**config.mk**
```make
export PLATFORM = sky130hd
export DESIGN_NAME = spic_control
export DESIGN_NICKNAME = d
export VERILOG_FILES = /design/src/include/spic_pkg.sv /design/src/include/spic_div_if.sv /design/src/core/spic_divider.sv /design/src/core/spic_control.sv
export SDC_FILE = /design/constraint.sdc
export NUM_CORES = 1
export LEC_CHECK = 0
export BUFFER_PORTS_ARGS = -buffer_cell sky130_fd_sc_hd__buf_2
export CAP_MARGIN = 20
export CORE_MARGIN = 2
export CORE_UTILIZATION = 55
export CTS_BUF_LIST = sky130_fd_sc_hd__clkbuf_8 sky130_fd_sc_hd__clkbuf_16
export CTS_CLUSTER_SIZE = 12
export DETAILED_ROUTE_END_ITERATION = 16
export PLACE_DENSITY = 0.86
export SETUP_SLACK_MARGIN = 0.05
export SLEW_MARGIN = 20
export SYNTH_ARGS = -nofsm -noshare
export SYNTH_HDL_FRONTEND = slang
export SYNTH_HIERARCHICAL = 1
export SYNTH_SLANG_ARGS = --single-unit
export TNS_END_PERCENT = 100
```
**constraint.sdc**
```tcl
create_clock -name clock -period 2.3 [get_ports clock]
set_input_delay 0.23 -clock clock [delete_from_list [all_inputs] [get_ports clock]]
set_output_delay 0.23 -clock clock [all_outputs]
set_load 0.01 [all_outputs]
```
**src/include/spic_pkg.sv**
```systemverilog
// Package for the system clock prescaler and power-mode control block.
// Assumes a single 125 MHz clock domain; shared by core and testbench files.
package spic_pkg;
    localparam int unsigned SPIC_CLK_MHZ = 125;
    // Register offsets on the plain register port
    localparam logic [7:0] SPIC_OFF_PRESCALE = 8'h00;
    localparam logic [7:0] SPIC_OFF_POWER = 8'h01;
    localparam logic [7:0] SPIC_OFF_CONTROL = 8'h02;
    localparam logic [7:0] SPIC_OFF_STATUS = 8'h03;
    // Power-control field positions
    localparam int unsigned SPIC_BIT_SLEEP = 0;
    localparam int unsigned SPIC_BIT_PDOWN = 1;
    localparam int unsigned SPIC_BIT_GF0 = 2;
    localparam int unsigned SPIC_BIT_GF1 = 3;
    localparam int unsigned SPIC_BIT_PON = 4;
    localparam int unsigned SPIC_BIT_LVF = 5;
    localparam int unsigned SPIC_BIT_FESEL = 6;
    localparam int unsigned SPIC_BIT_BAUD2 = 7;
    // Control register field positions
    localparam int unsigned SPIC_BIT_SRC_SEL = 0;
    // Reset values
    localparam logic [2:0] SPIC_PRESCALE_RST = 3'h0;
    localparam logic [7:0] SPIC_POWER_RST = 8'h10;
    localparam logic [7:0] SPIC_CONTROL_RST = 8'h00;
    // Wake-up settle count after power-down, in oscillator clocks
    localparam int unsigned SPIC_WAKE_CLOCKS = 32768;
    localparam int unsigned SPIC_WAKE_W = 16;
    typedef enum logic [1:0]
    {
        SPIC_RUN,
        SPIC_IDLE,
        SPIC_PDOWN,
        SPIC_WAKE
    } spic_mode_t;
endpackage : spic_pkg

```
**src/include/spic_div_if.sv**
```systemverilog
// Interface between the control core and the prescale divider.
// Assumes both ends share the one system clock.
`timescale 1ns/1ps
interface spic_div_if;
    logic [2:0] select;
    logic run;
    logic tick;
    modport ctrl
    (
        output select,
        output run,
        input tick
    );
    modport div
    (
        input select,
        input run,
        output tick
    );
endinterface : spic_div_if

```
**src/core/spic_divider.sv**
```systemverilog
// Power-of-two prescaler producing a one-cycle enable per divided period.
// Assumes select and run come from flip-flops on the same clock.
`timescale 1ns/1ps
module spic_divider
    import spic_pkg::*;
(
    input wire logic clock,
    input wire logic rst_n,
    input wire logic src_tick,
    spic_div_if.div dv
);
    logic [6:0] count_reg;
    logic [6:0] count_next;
    logic [2:0] sel_reg;
    logic [2:0] sel_next;
    logic tick_reg;
    logic tick_next;
    logic [6:0] limit;

    // Terminal count for the applied division
    function automatic logic [6:0] spic_limit(input logic [2:0] s);
        spic_limit = 7'((8'h01 << s) - 8'h01);
    endfunction : spic_limit

    always_comb
    begin
        limit = spic_limit(sel_reg);
        count_next = count_reg;
        sel_next = sel_reg;
        tick_next = 1'b0;
        if (dv.run && src_tick)
        begin
            if (count_reg >= limit)
            begin
                count_next = 7'h00;
                tick_next = 1'b1;
                sel_next = dv.select;
            end
            else
            begin
                count_next = 7'(count_reg + 7'h01);
            end
        end
    end

    always_ff @(posedge clock or negedge rst_n)
    begin
        if (!rst_n)
        begin
            count_reg <= 7'h00;
            sel_reg <= SPIC_PRESCALE_RST;
            tick_reg <= 1'b0;
        end
        else
        begin
            count_reg <= count_next;
            sel_reg <= sel_next;
            tick_reg <= tick_next;
        end
    end

    assign dv.tick = tick_reg;
endmodule : spic_divider

```
**src/core/spic_control.sv**
```systemverilog
// System clock prescaler and power-mode control: registers, idle, power-down.
// Assumes the CPU core sits on the far side and honours cpu_clk_en.
// Function
// - Codes 001 to 111 divide the selected source by 2 up to 128.
// - Prescale select resets to 000, passing the source undivided.
// - Crystal or internal RC oscillator feeds the prescaler.
// - Setting the sleep bit enters idle after that instruction completes.
// - Idle stops only the CPU clock; peripherals keep their clock.
// - CPU registers hold their contents during idle.
// - Port pins hold their levels during idle.
// - Address latch and program fetch strobes are driven high in idle.
// - An enabled interrupt clears the sleep bit and ends idle.
// - Interrupt is serviced, then execution resumes after the idle instruction.
// - Power-on flag sets after power cycle; only software clears it.
// - Low-voltage flag sets while supply is below the reference.
// - Two general-purpose read/write flags with no hardware effect.
// - Baud-double bit doubles serial baud in modes 1, 2 and 3.
// - Frame-error select picks mode bit or frame-error flag for bit 7.
// - Power-down bit stops the oscillator after its instruction; state kept.
// - Pin wake from power-down blocks the clock for 32768 oscillator clocks.
//
// Chosen here: the strobed register port and the register addresses.
`timescale 1ns/1ps
module spic_control
    import spic_pkg::*;
#(
    parameter int unsigned WAKE_CLOCKS = SPIC_WAKE_CLOCKS
)
(
    input wire logic clock,
    input wire logic arst_n,
    input wire logic xtal_tick,
    input wire logic rc_tick,
    input wire logic power_on_event,
    input wire logic low_volt_in,
    input wire logic irq_pending,
    input wire logic wake_pin,
    input wire logic instr_done,
    input wire logic [7:0] reg_addr,
    input wire logic [7:0] reg_wdata,
    input wire logic reg_write,
    input wire logic reg_read,
    output logic [7:0] reg_rdata,
    output logic sys_clk_en,
    output logic cpu_clk_en,
    output logic periph_clk_en,
    output logic osc_enable,
    output logic hold_state,
    output logic strobe_force_high,
    output logic irq_service,
    output logic baud_double,
    output logic frame_err_select
);
    logic rst_meta_reg;
    logic rst_n;
    logic [1:0] pon_sync_reg;
    logic [1:0] lv_sync_reg;
    logic [1:0] wake_sync_reg;
    logic [2:0] prescale_reg;
    logic [2:0] prescale_next;
    logic [7:0] power_reg;
    logic [7:0] power_next;
    logic src_sel_reg;
    logic src_sel_next;
    logic [7:0] rdata_reg;
    logic [7:0] rdata_next;
    spic_mode_t mode_reg;
    spic_mode_t mode_next;
    logic [SPIC_WAKE_W-1:0] wake_cnt_reg;
    logic [SPIC_WAKE_W-1:0] wake_cnt_next;
    logic service_reg;
    logic service_next;
    logic src_tick;
    logic pon_s;
    logic lv_s;
    logic wake_s;
    logic [1:0] pon_sync_next;
    logic [1:0] lv_sync_next;
    logic [1:0] wake_sync_next;
    logic [3:0] reg_sel;
    localparam logic [SPIC_WAKE_W-1:0] WAKE_LAST = SPIC_WAKE_W'(WAKE_CLOCKS - 1);

    // One-hot register select shared by the write and read paths
    function automatic logic [3:0] spic_decode(input logic [7:0] a);
        spic_decode = 4'h0;
        if (a == SPIC_OFF_PRESCALE)
        begin
            spic_decode = 4'h1;
        end
        else if (a == SPIC_OFF_POWER)
        begin
            spic_decode = 4'h2;
        end
        else if (a == SPIC_OFF_CONTROL)
        begin
            spic_decode = 4'h4;
        end
        else if (a == SPIC_OFF_STATUS)
        begin
            spic_decode = 4'h8;
        end
    endfunction : spic_decode

    spic_div_if dvif();

    // Reset release through two flip-flops
    always_ff @(posedge clock or negedge arst_n)
    begin
        if (!arst_n)
        begin
            rst_meta_reg <= 1'b0;
            rst_n <= 1'b0;
        end
        else
        begin
            rst_meta_reg <= 1'b1;
            rst_n <= rst_meta_reg;
        end
    end

    // Pin-domain inputs pass two flip-flops
    always_comb
    begin
        pon_sync_next = {pon_sync_reg[0], power_on_event};
        lv_sync_next = {lv_sync_reg[0], low_volt_in};
        wake_sync_next = {wake_sync_reg[0], wake_pin};
    end

    always_ff @(posedge clock or negedge rst_n)
    begin
        if (!rst_n)
        begin
            pon_sync_reg <= 2'h0;
            lv_sync_reg <= 2'h0;
            wake_sync_reg <= 2'h0;
        end
        else
        begin
            pon_sync_reg <= pon_sync_next;
            lv_sync_reg <= lv_sync_next;
            wake_sync_reg <= wake_sync_next;
        end
    end

    assign pon_s = pon_sync_reg[1];
    assign lv_s = lv_sync_reg[1];
    assign wake_s = wake_sync_reg[1];

    assign reg_sel = spic_decode(reg_addr);

    // Oscillator source select
    assign src_tick = src_sel_reg ? rc_tick : xtal_tick;

    assign dvif.select = prescale_reg;
    assign dvif.run = (mode_reg != SPIC_PDOWN) && (mode_reg != SPIC_WAKE);

    spic_divider u_div
    (
        .clock(clock),
        .rst_n(rst_n),
        .src_tick(src_tick),
        .dv(dvif.div)
    );

    always_comb
    begin
        prescale_next = prescale_reg;
        power_next = power_reg;
        src_sel_next = src_sel_reg;
        rdata_next = 8'h00;
        mode_next = mode_reg;
        wake_cnt_next = wake_cnt_reg;
        service_next = 1'b0;
        // Register writes
        if (reg_write)
        begin
            if (reg_sel[0])
            begin
                prescale_next = reg_wdata[2:0];
            end
            else if (reg_sel[1])
            begin
                power_next = reg_wdata;
                power_next[SPIC_BIT_LVF] = power_reg[SPIC_BIT_LVF];
            end
            else if (reg_sel[2])
            begin
                src_sel_next = reg_wdata[SPIC_BIT_SRC_SEL];
            end
        end
        // Hardware sets win over software clears
        if (pon_s)
        begin
            power_next[SPIC_BIT_PON] = 1'b1;
        end
        power_next[SPIC_BIT_LVF] = lv_s;
        // Power-mode sequencing
        case (mode_reg)
            SPIC_RUN:
            begin
                if (instr_done && power_reg[SPIC_BIT_PDOWN])
                begin
                    mode_next = SPIC_PDOWN;
                end
                else if (instr_done && power_reg[SPIC_BIT_SLEEP])
                begin
                    mode_next = SPIC_IDLE;
                end
            end
            SPIC_IDLE:
            begin
                if (irq_pending)
                begin
                    power_next[SPIC_BIT_SLEEP] = 1'b0;
                    mode_next = SPIC_RUN;
                    service_next = 1'b1;
                end
            end
            SPIC_PDOWN:
            begin
                if (wake_s)
                begin
                    wake_cnt_next = '0;
                    mode_next = SPIC_WAKE;
                end
            end
            SPIC_WAKE:
            begin
                if (src_tick)
                begin
                    if (wake_cnt_reg == WAKE_LAST)
                    begin
                        power_next[SPIC_BIT_PDOWN] = 1'b0;
                        mode_next = SPIC_RUN;
                        service_next = 1'b1;
                    end
                    else
                    begin
                        wake_cnt_next = SPIC_WAKE_W'(wake_cnt_reg + 1'b1);
                    end
                end
            end
            default:
            begin
                mode_next = SPIC_RUN;
            end
        endcase
        // Register reads, data one cycle later
        if (reg_read)
        begin
            if (reg_sel[0])
            begin
                rdata_next = {5'h00, prescale_reg};
            end
            else if (reg_sel[1])
            begin
                rdata_next = power_reg;
            end
            else if (reg_sel[2])
            begin
                rdata_next = {7'h00, src_sel_reg};
            end
            else if (reg_sel[3])
            begin
                rdata_next = {6'h00, 2'(mode_reg)};
            end
        end
    end

    always_ff @(posedge clock or negedge rst_n)
    begin
        if (!rst_n)
        begin
            prescale_reg <= SPIC_PRESCALE_RST;
            power_reg <= SPIC_POWER_RST;
            src_sel_reg <= SPIC_CONTROL_RST[SPIC_BIT_SRC_SEL];
            rdata_reg <= 8'h00;
            mode_reg <= SPIC_RUN;
            wake_cnt_reg <= '0;
            service_reg <= 1'b0;
        end
        else
        begin
            prescale_reg <= prescale_next;
            power_reg <= power_next;
            src_sel_reg <= src_sel_next;
            rdata_reg <= rdata_next;
            mode_reg <= mode_next;
            wake_cnt_reg <= wake_cnt_next;
            service_reg <= service_next;
        end
    end

    assign reg_rdata = rdata_reg;
    assign sys_clk_en = dvif.tick;
    assign cpu_clk_en = dvif.tick && (mode_reg == SPIC_RUN);
    assign periph_clk_en = dvif.tick;
    assign osc_enable = (mode_reg != SPIC_PDOWN);
    assign hold_state = (mode_reg != SPIC_RUN);
    assign strobe_force_high = (mode_reg == SPIC_IDLE);
    assign irq_service = service_reg;
    assign baud_double = power_reg[SPIC_BIT_BAUD2];
    assign frame_err_select = power_reg[SPIC_BIT_FESEL];
endmodule : spic_control

```
==> impl_metrics.py <==
metrics = {
    "outcome": {
        "outcome": "complete, no violations",
    },
    "routing": {
        "vias": 2406,
        "wl_um": 6420,
        "ant_nets": 0,
        "drcViolationCount": 0,
        "avgRoutedWirePerCell_um": 15.5,
        "top_layer": "met4",
        "dr.first_iter.drc_count": 109,
        "met1Wirelength_um": 2930,
        "wl_met2_um": 3030,
        "wl_met3_um": 350,
        "vias_per_cell": 5.81,
        "drtPass1Iterations": 4,
    },
    "worst_setup_path": {
        "r2r_start": "u_div/sel_reg[0]$_DFFE_PN0P_",
        "crit_slowest_cell": "dfrtp_1",
        "r2r-end": "u_div/sel_reg[1]$_DFFE_PN0P_",
        "reg2regPathDepth": 7,
        "required_ps": 2580,
        "cp_max_fo": 7,
        "path_buf_inv": 1,
        "critical_path.max_stage_delay_ps": 450,
        "crit_chain": "or3_1, ha_1, nand2b_4, a2111oi_4, buf_4, o311ai_0, nand3_1",
        "end_kind": "flop",
        "crit_arrival_ps": 2430,
        "cp_top_family": "simple AND/OR/NAND/NOR gates",
        "critical_path_class": "reg -> reg",
        "reg2reg_slack_ps": 150,
        "worstSetupStartpointType": "flop",
    },
    "timing": {
        "worst_pin_slew_ps": 674,
        "final_max_slew_viol_count": 0,
        "relSlewSlack": 0.546,
        "period_share": 0.936,
        "fmax_mhz": 464,
        "fin_skew_ps": 5.51,
        "fin_crit_ps": 2150,
        "fin_setup_tns_ps": 0,
        "finalSetupViolCount": 0,
        "grt_setup_unrepaired": "no",
        "setup_ws_ps": 147,
        "hold_viol": 0,
    },
    "die": {
        "fp.dieW_um": 77.1,
        "io_pins": 44,
        "die_area_mm2": 0.00595,
        "core_area_mm2": 0.00514,
        "num_rows": 26,
        "start_util": 0.572,
        "die_h_um": 77.1,
    },
    "cts": {
        "cts_tree": "done",
        "cts_buffers": 9,
        "clk_pin_slew_ps": 70,
        "cts.sinks": 58,
        "ctsHtreeMaxLevel": 3,
        "cts-root-buf": "clkbuf_8",
        "postCtsSetupRepairBufs": 0,
        "clock_path_buffers": 2,
        "cts_resized": 0,
        "ctsHoldBuffers": 4,
        "worstSkewPairLatency_ps": 340,
    },
    "placement": {
        "dp_hpwl_um": 4440,
        "place_area_mm2": 0.00328,
        "pre_cts_ws_ps": 211,
        "numPortBuffers": 42,
        "dp_cells": 394,
        "place.gp.congestion": 0.858,
    },
    "pwr": {
        "power_mw": 3.13,
        "powerDensity_mw_per_mm2": 884,
        "irDropWorstVdd_v": 0.000466,
        "p_leak_nw": 1.64,
    },
    "yosys": {
        "async_flop_share": 1.00,
        "synth_edf_count": 0,
        "syn_area_mm2": 0.00294,
        "ys_warn_count": 6,
        "syn_inst": 284,
        "ys_seq_elements": 58,
        "ys_types": 63,
        "syn-num-nets": 320,
        "synth.avg_cell_area_um2": 10.4,
        "ys_dominant_reg_cell": "dfrtp_1",
        "ys_seq_area_frac": 0.494,
    },
    "finish": {
        "stdcell_count": 414,
        "post-route-cell-area_mm2": 0.00354,
        "syn2layout_area_growth_pct": 20.4,
        "drive_above_1_share": 0.253,
        "nNetsFinal": 375,
        "largest_reg_flops": 16,
        "antenna_cells": 0,
    },
    "worst_hold_path": {
        "hp-start": "reg_wdata[6]",
        "whs_endpoint": "power_reg[6]$_DFFE_PN0P_",
        "holdPathStages": 3,
        "hold_path.class": "in -> reg",
    },
    "global_route": {
        "grt.total_usage": 0.236,
        "grt_pass1_wl_um": 10800,
        "grt.overflow.total": 0,
        "grt_pass1_vias": 2293,
        "grt_max_degree": 31,
        "antenna_found_initial": 0,
    },
    "flow_run": {
        "maxCapViolations": 0,
    },
}
-- stage by stage --
stage                util  hold slack [ps]
finish              0.689             96.7
global route        0.689             96.6
CTS                 0.689             83.6
detailed placement  0.637             16.3
global placement    0.637             16.6
floorplan               -            -65.6
-- layer usage --
| layer | track usage | vias to the layer above |
|---|---|---|
| met4 | 0.0964 | 0 |
| li1 | - | 1156 |
| met2 | 0.370 | 79 |
| met1 | 0.307 | 1160 |
| met3 | 0.0671 | 11 |
| met5 | 0 | - |
-- synthesized netlist by cell type (all sizes together) (2+ instances only) --
cell type	instances	area [um2]
dfrtp	57	1430
nand2	30	113
nor2	17	63.8
nand3	13	65.1
a21oi	12	63.8
inv	12	45.0
mux2i	10	100
clkbuf	9	35.0
ha	9	113
nor3	9	45.0
o21ai	9	45.0
mux2	7	78.8
or4	7	56.3
nand2b	6	45.0
a211oi	5	37.5
nor4	5	37.5
o31ai	5	37.5
o311ai	4	35.0
or3	4	25.0
a21o	3	22.5
a2bb2oi	3	26.3
and3	3	18.8
and4	3	27.5
buf	3	17.5
nand4	3	25.0
nor4b	3	26.3
xor2	3	26.3
a2111oi	2	36.3
a211o	2	17.5
and2	2	12.5
o22ai	2	12.5
o41ai	2	17.5
-- placed cells by master (no fill, tap or decap), types with 3 or more instances in the layout --
| master | instances |
|---|---|
| buf_4 | 9 |
| nand3_1 | 13 |
| o31ai_1 | 5 |
| clkbuf_8 | 10 |
| a2bb2oi_1 | 3 |
| mux2i_1 | 10 |
| o311ai_0 | 4 |
| nor4_1 | 4 |
| dfrtp_1 | 56 |
| a21oi_1 | 11 |
| xor2_1 | 3 |
| mux2_2 | 7 |
| a211oi_1 | 5 |
| and3_1 | 3 |
| a21o_1 | 3 |
| nor2_1 | 17 |
| buf_2 | 42 |
| or3_1 | 4 |
| inv_1 | 12 |
| nor4b_1 | 3 |
| dlygate4sd3_1 | 4 |
| or4_1 | 6 |
| nand2_1 | 30 |
| nor3_1 | 9 |
| ha_1 | 9 |
| nand2b_1 | 5 |
| o21ai_0 | 8 |
-- kinds of logic (layout without fill, tap and decap cells) --
family | after synthesis | in the layout | synth area share
and+or+nand+nor | 114 | 114 | 0.216
AOI/OAI and AO/OA | 55 | 55 | 0.136
adders and majority gates | 9 | 9 | 0.0383
other | 1 | 1 | 0.00127
DFF | 58 | 58 | 0.494
muxes | 18 | 18 | 0.0685
buffers and inverters | 25 | 85 | 0.0345
xor gates and xnor gates | 4 | 4 | 0.0119
-- worst max-delay path by stage --
| stage | from | end | slack [ps] | depth (start not counted) |
|---|---|---|---|---|
| final | u_div/sel_reg[0]$_DFFE_PN0P_ | u_div/sel_reg[1]$_DFFE_PN0P_ | 150 | 7 |
| after global routing | u_div/sel_reg[0]$_DFFE_PN0P_ | u_div/sel_reg[1]$_DFFE_PN0P_ | 60 | 7 |
| after CTS | u_div/sel_reg[0]$_DFFE_PN0P_ | u_div/sel_reg[1]$_DFFE_PN0P_ | 170 | 7 |
| after detailed placement | u_div/sel_reg[0]$_DFFE_PN0P_ | u_div/sel_reg[1]$_DFFE_PN0P_ | 210 | 7 |
| after global placement | u_div/sel_reg[0]$_DFFE_PN0P_ | u_div/sel_reg[1]$_DFFE_PN0P_ | 280 | 7 |
| after floorplan | u_div/sel_reg[2]$_DFFE_PN0P_ | u_div/dv.tick$_DFF_PN0_ | 110 | 7 |
-- worst min-delay path, delay by kind of cell --
kind                   cells  cell delay [ps]
AOI/OAI and AO/OA          1               60
buffers and inverters      1               70
and+or+nand+nor            1               30
-- cell type report --
| cell class | count | area [um2] |
|---|---|---|
| clock inverter | 6 | 88.8 |
| fill | 400 | 1600 |
| tap | 70 | 87.6 |
| multi-input combinational | 201 | 1390 |
| inverter | 13 | 48.8 |
| sequential | 58 | 1450 |
| clock buffer | 10 | 138 |
| timing repair buffer | 56 | 338 |
-- where the power goes --
part	internal, mW	switching, mW	total (mW)
combinational	0.316	0.400	0.716
sequential	1.17	0.181	1.35
clock	0.640	0.424	1.06
total	2.13	1.00	3.13
(Power assumes the default switching activity.)
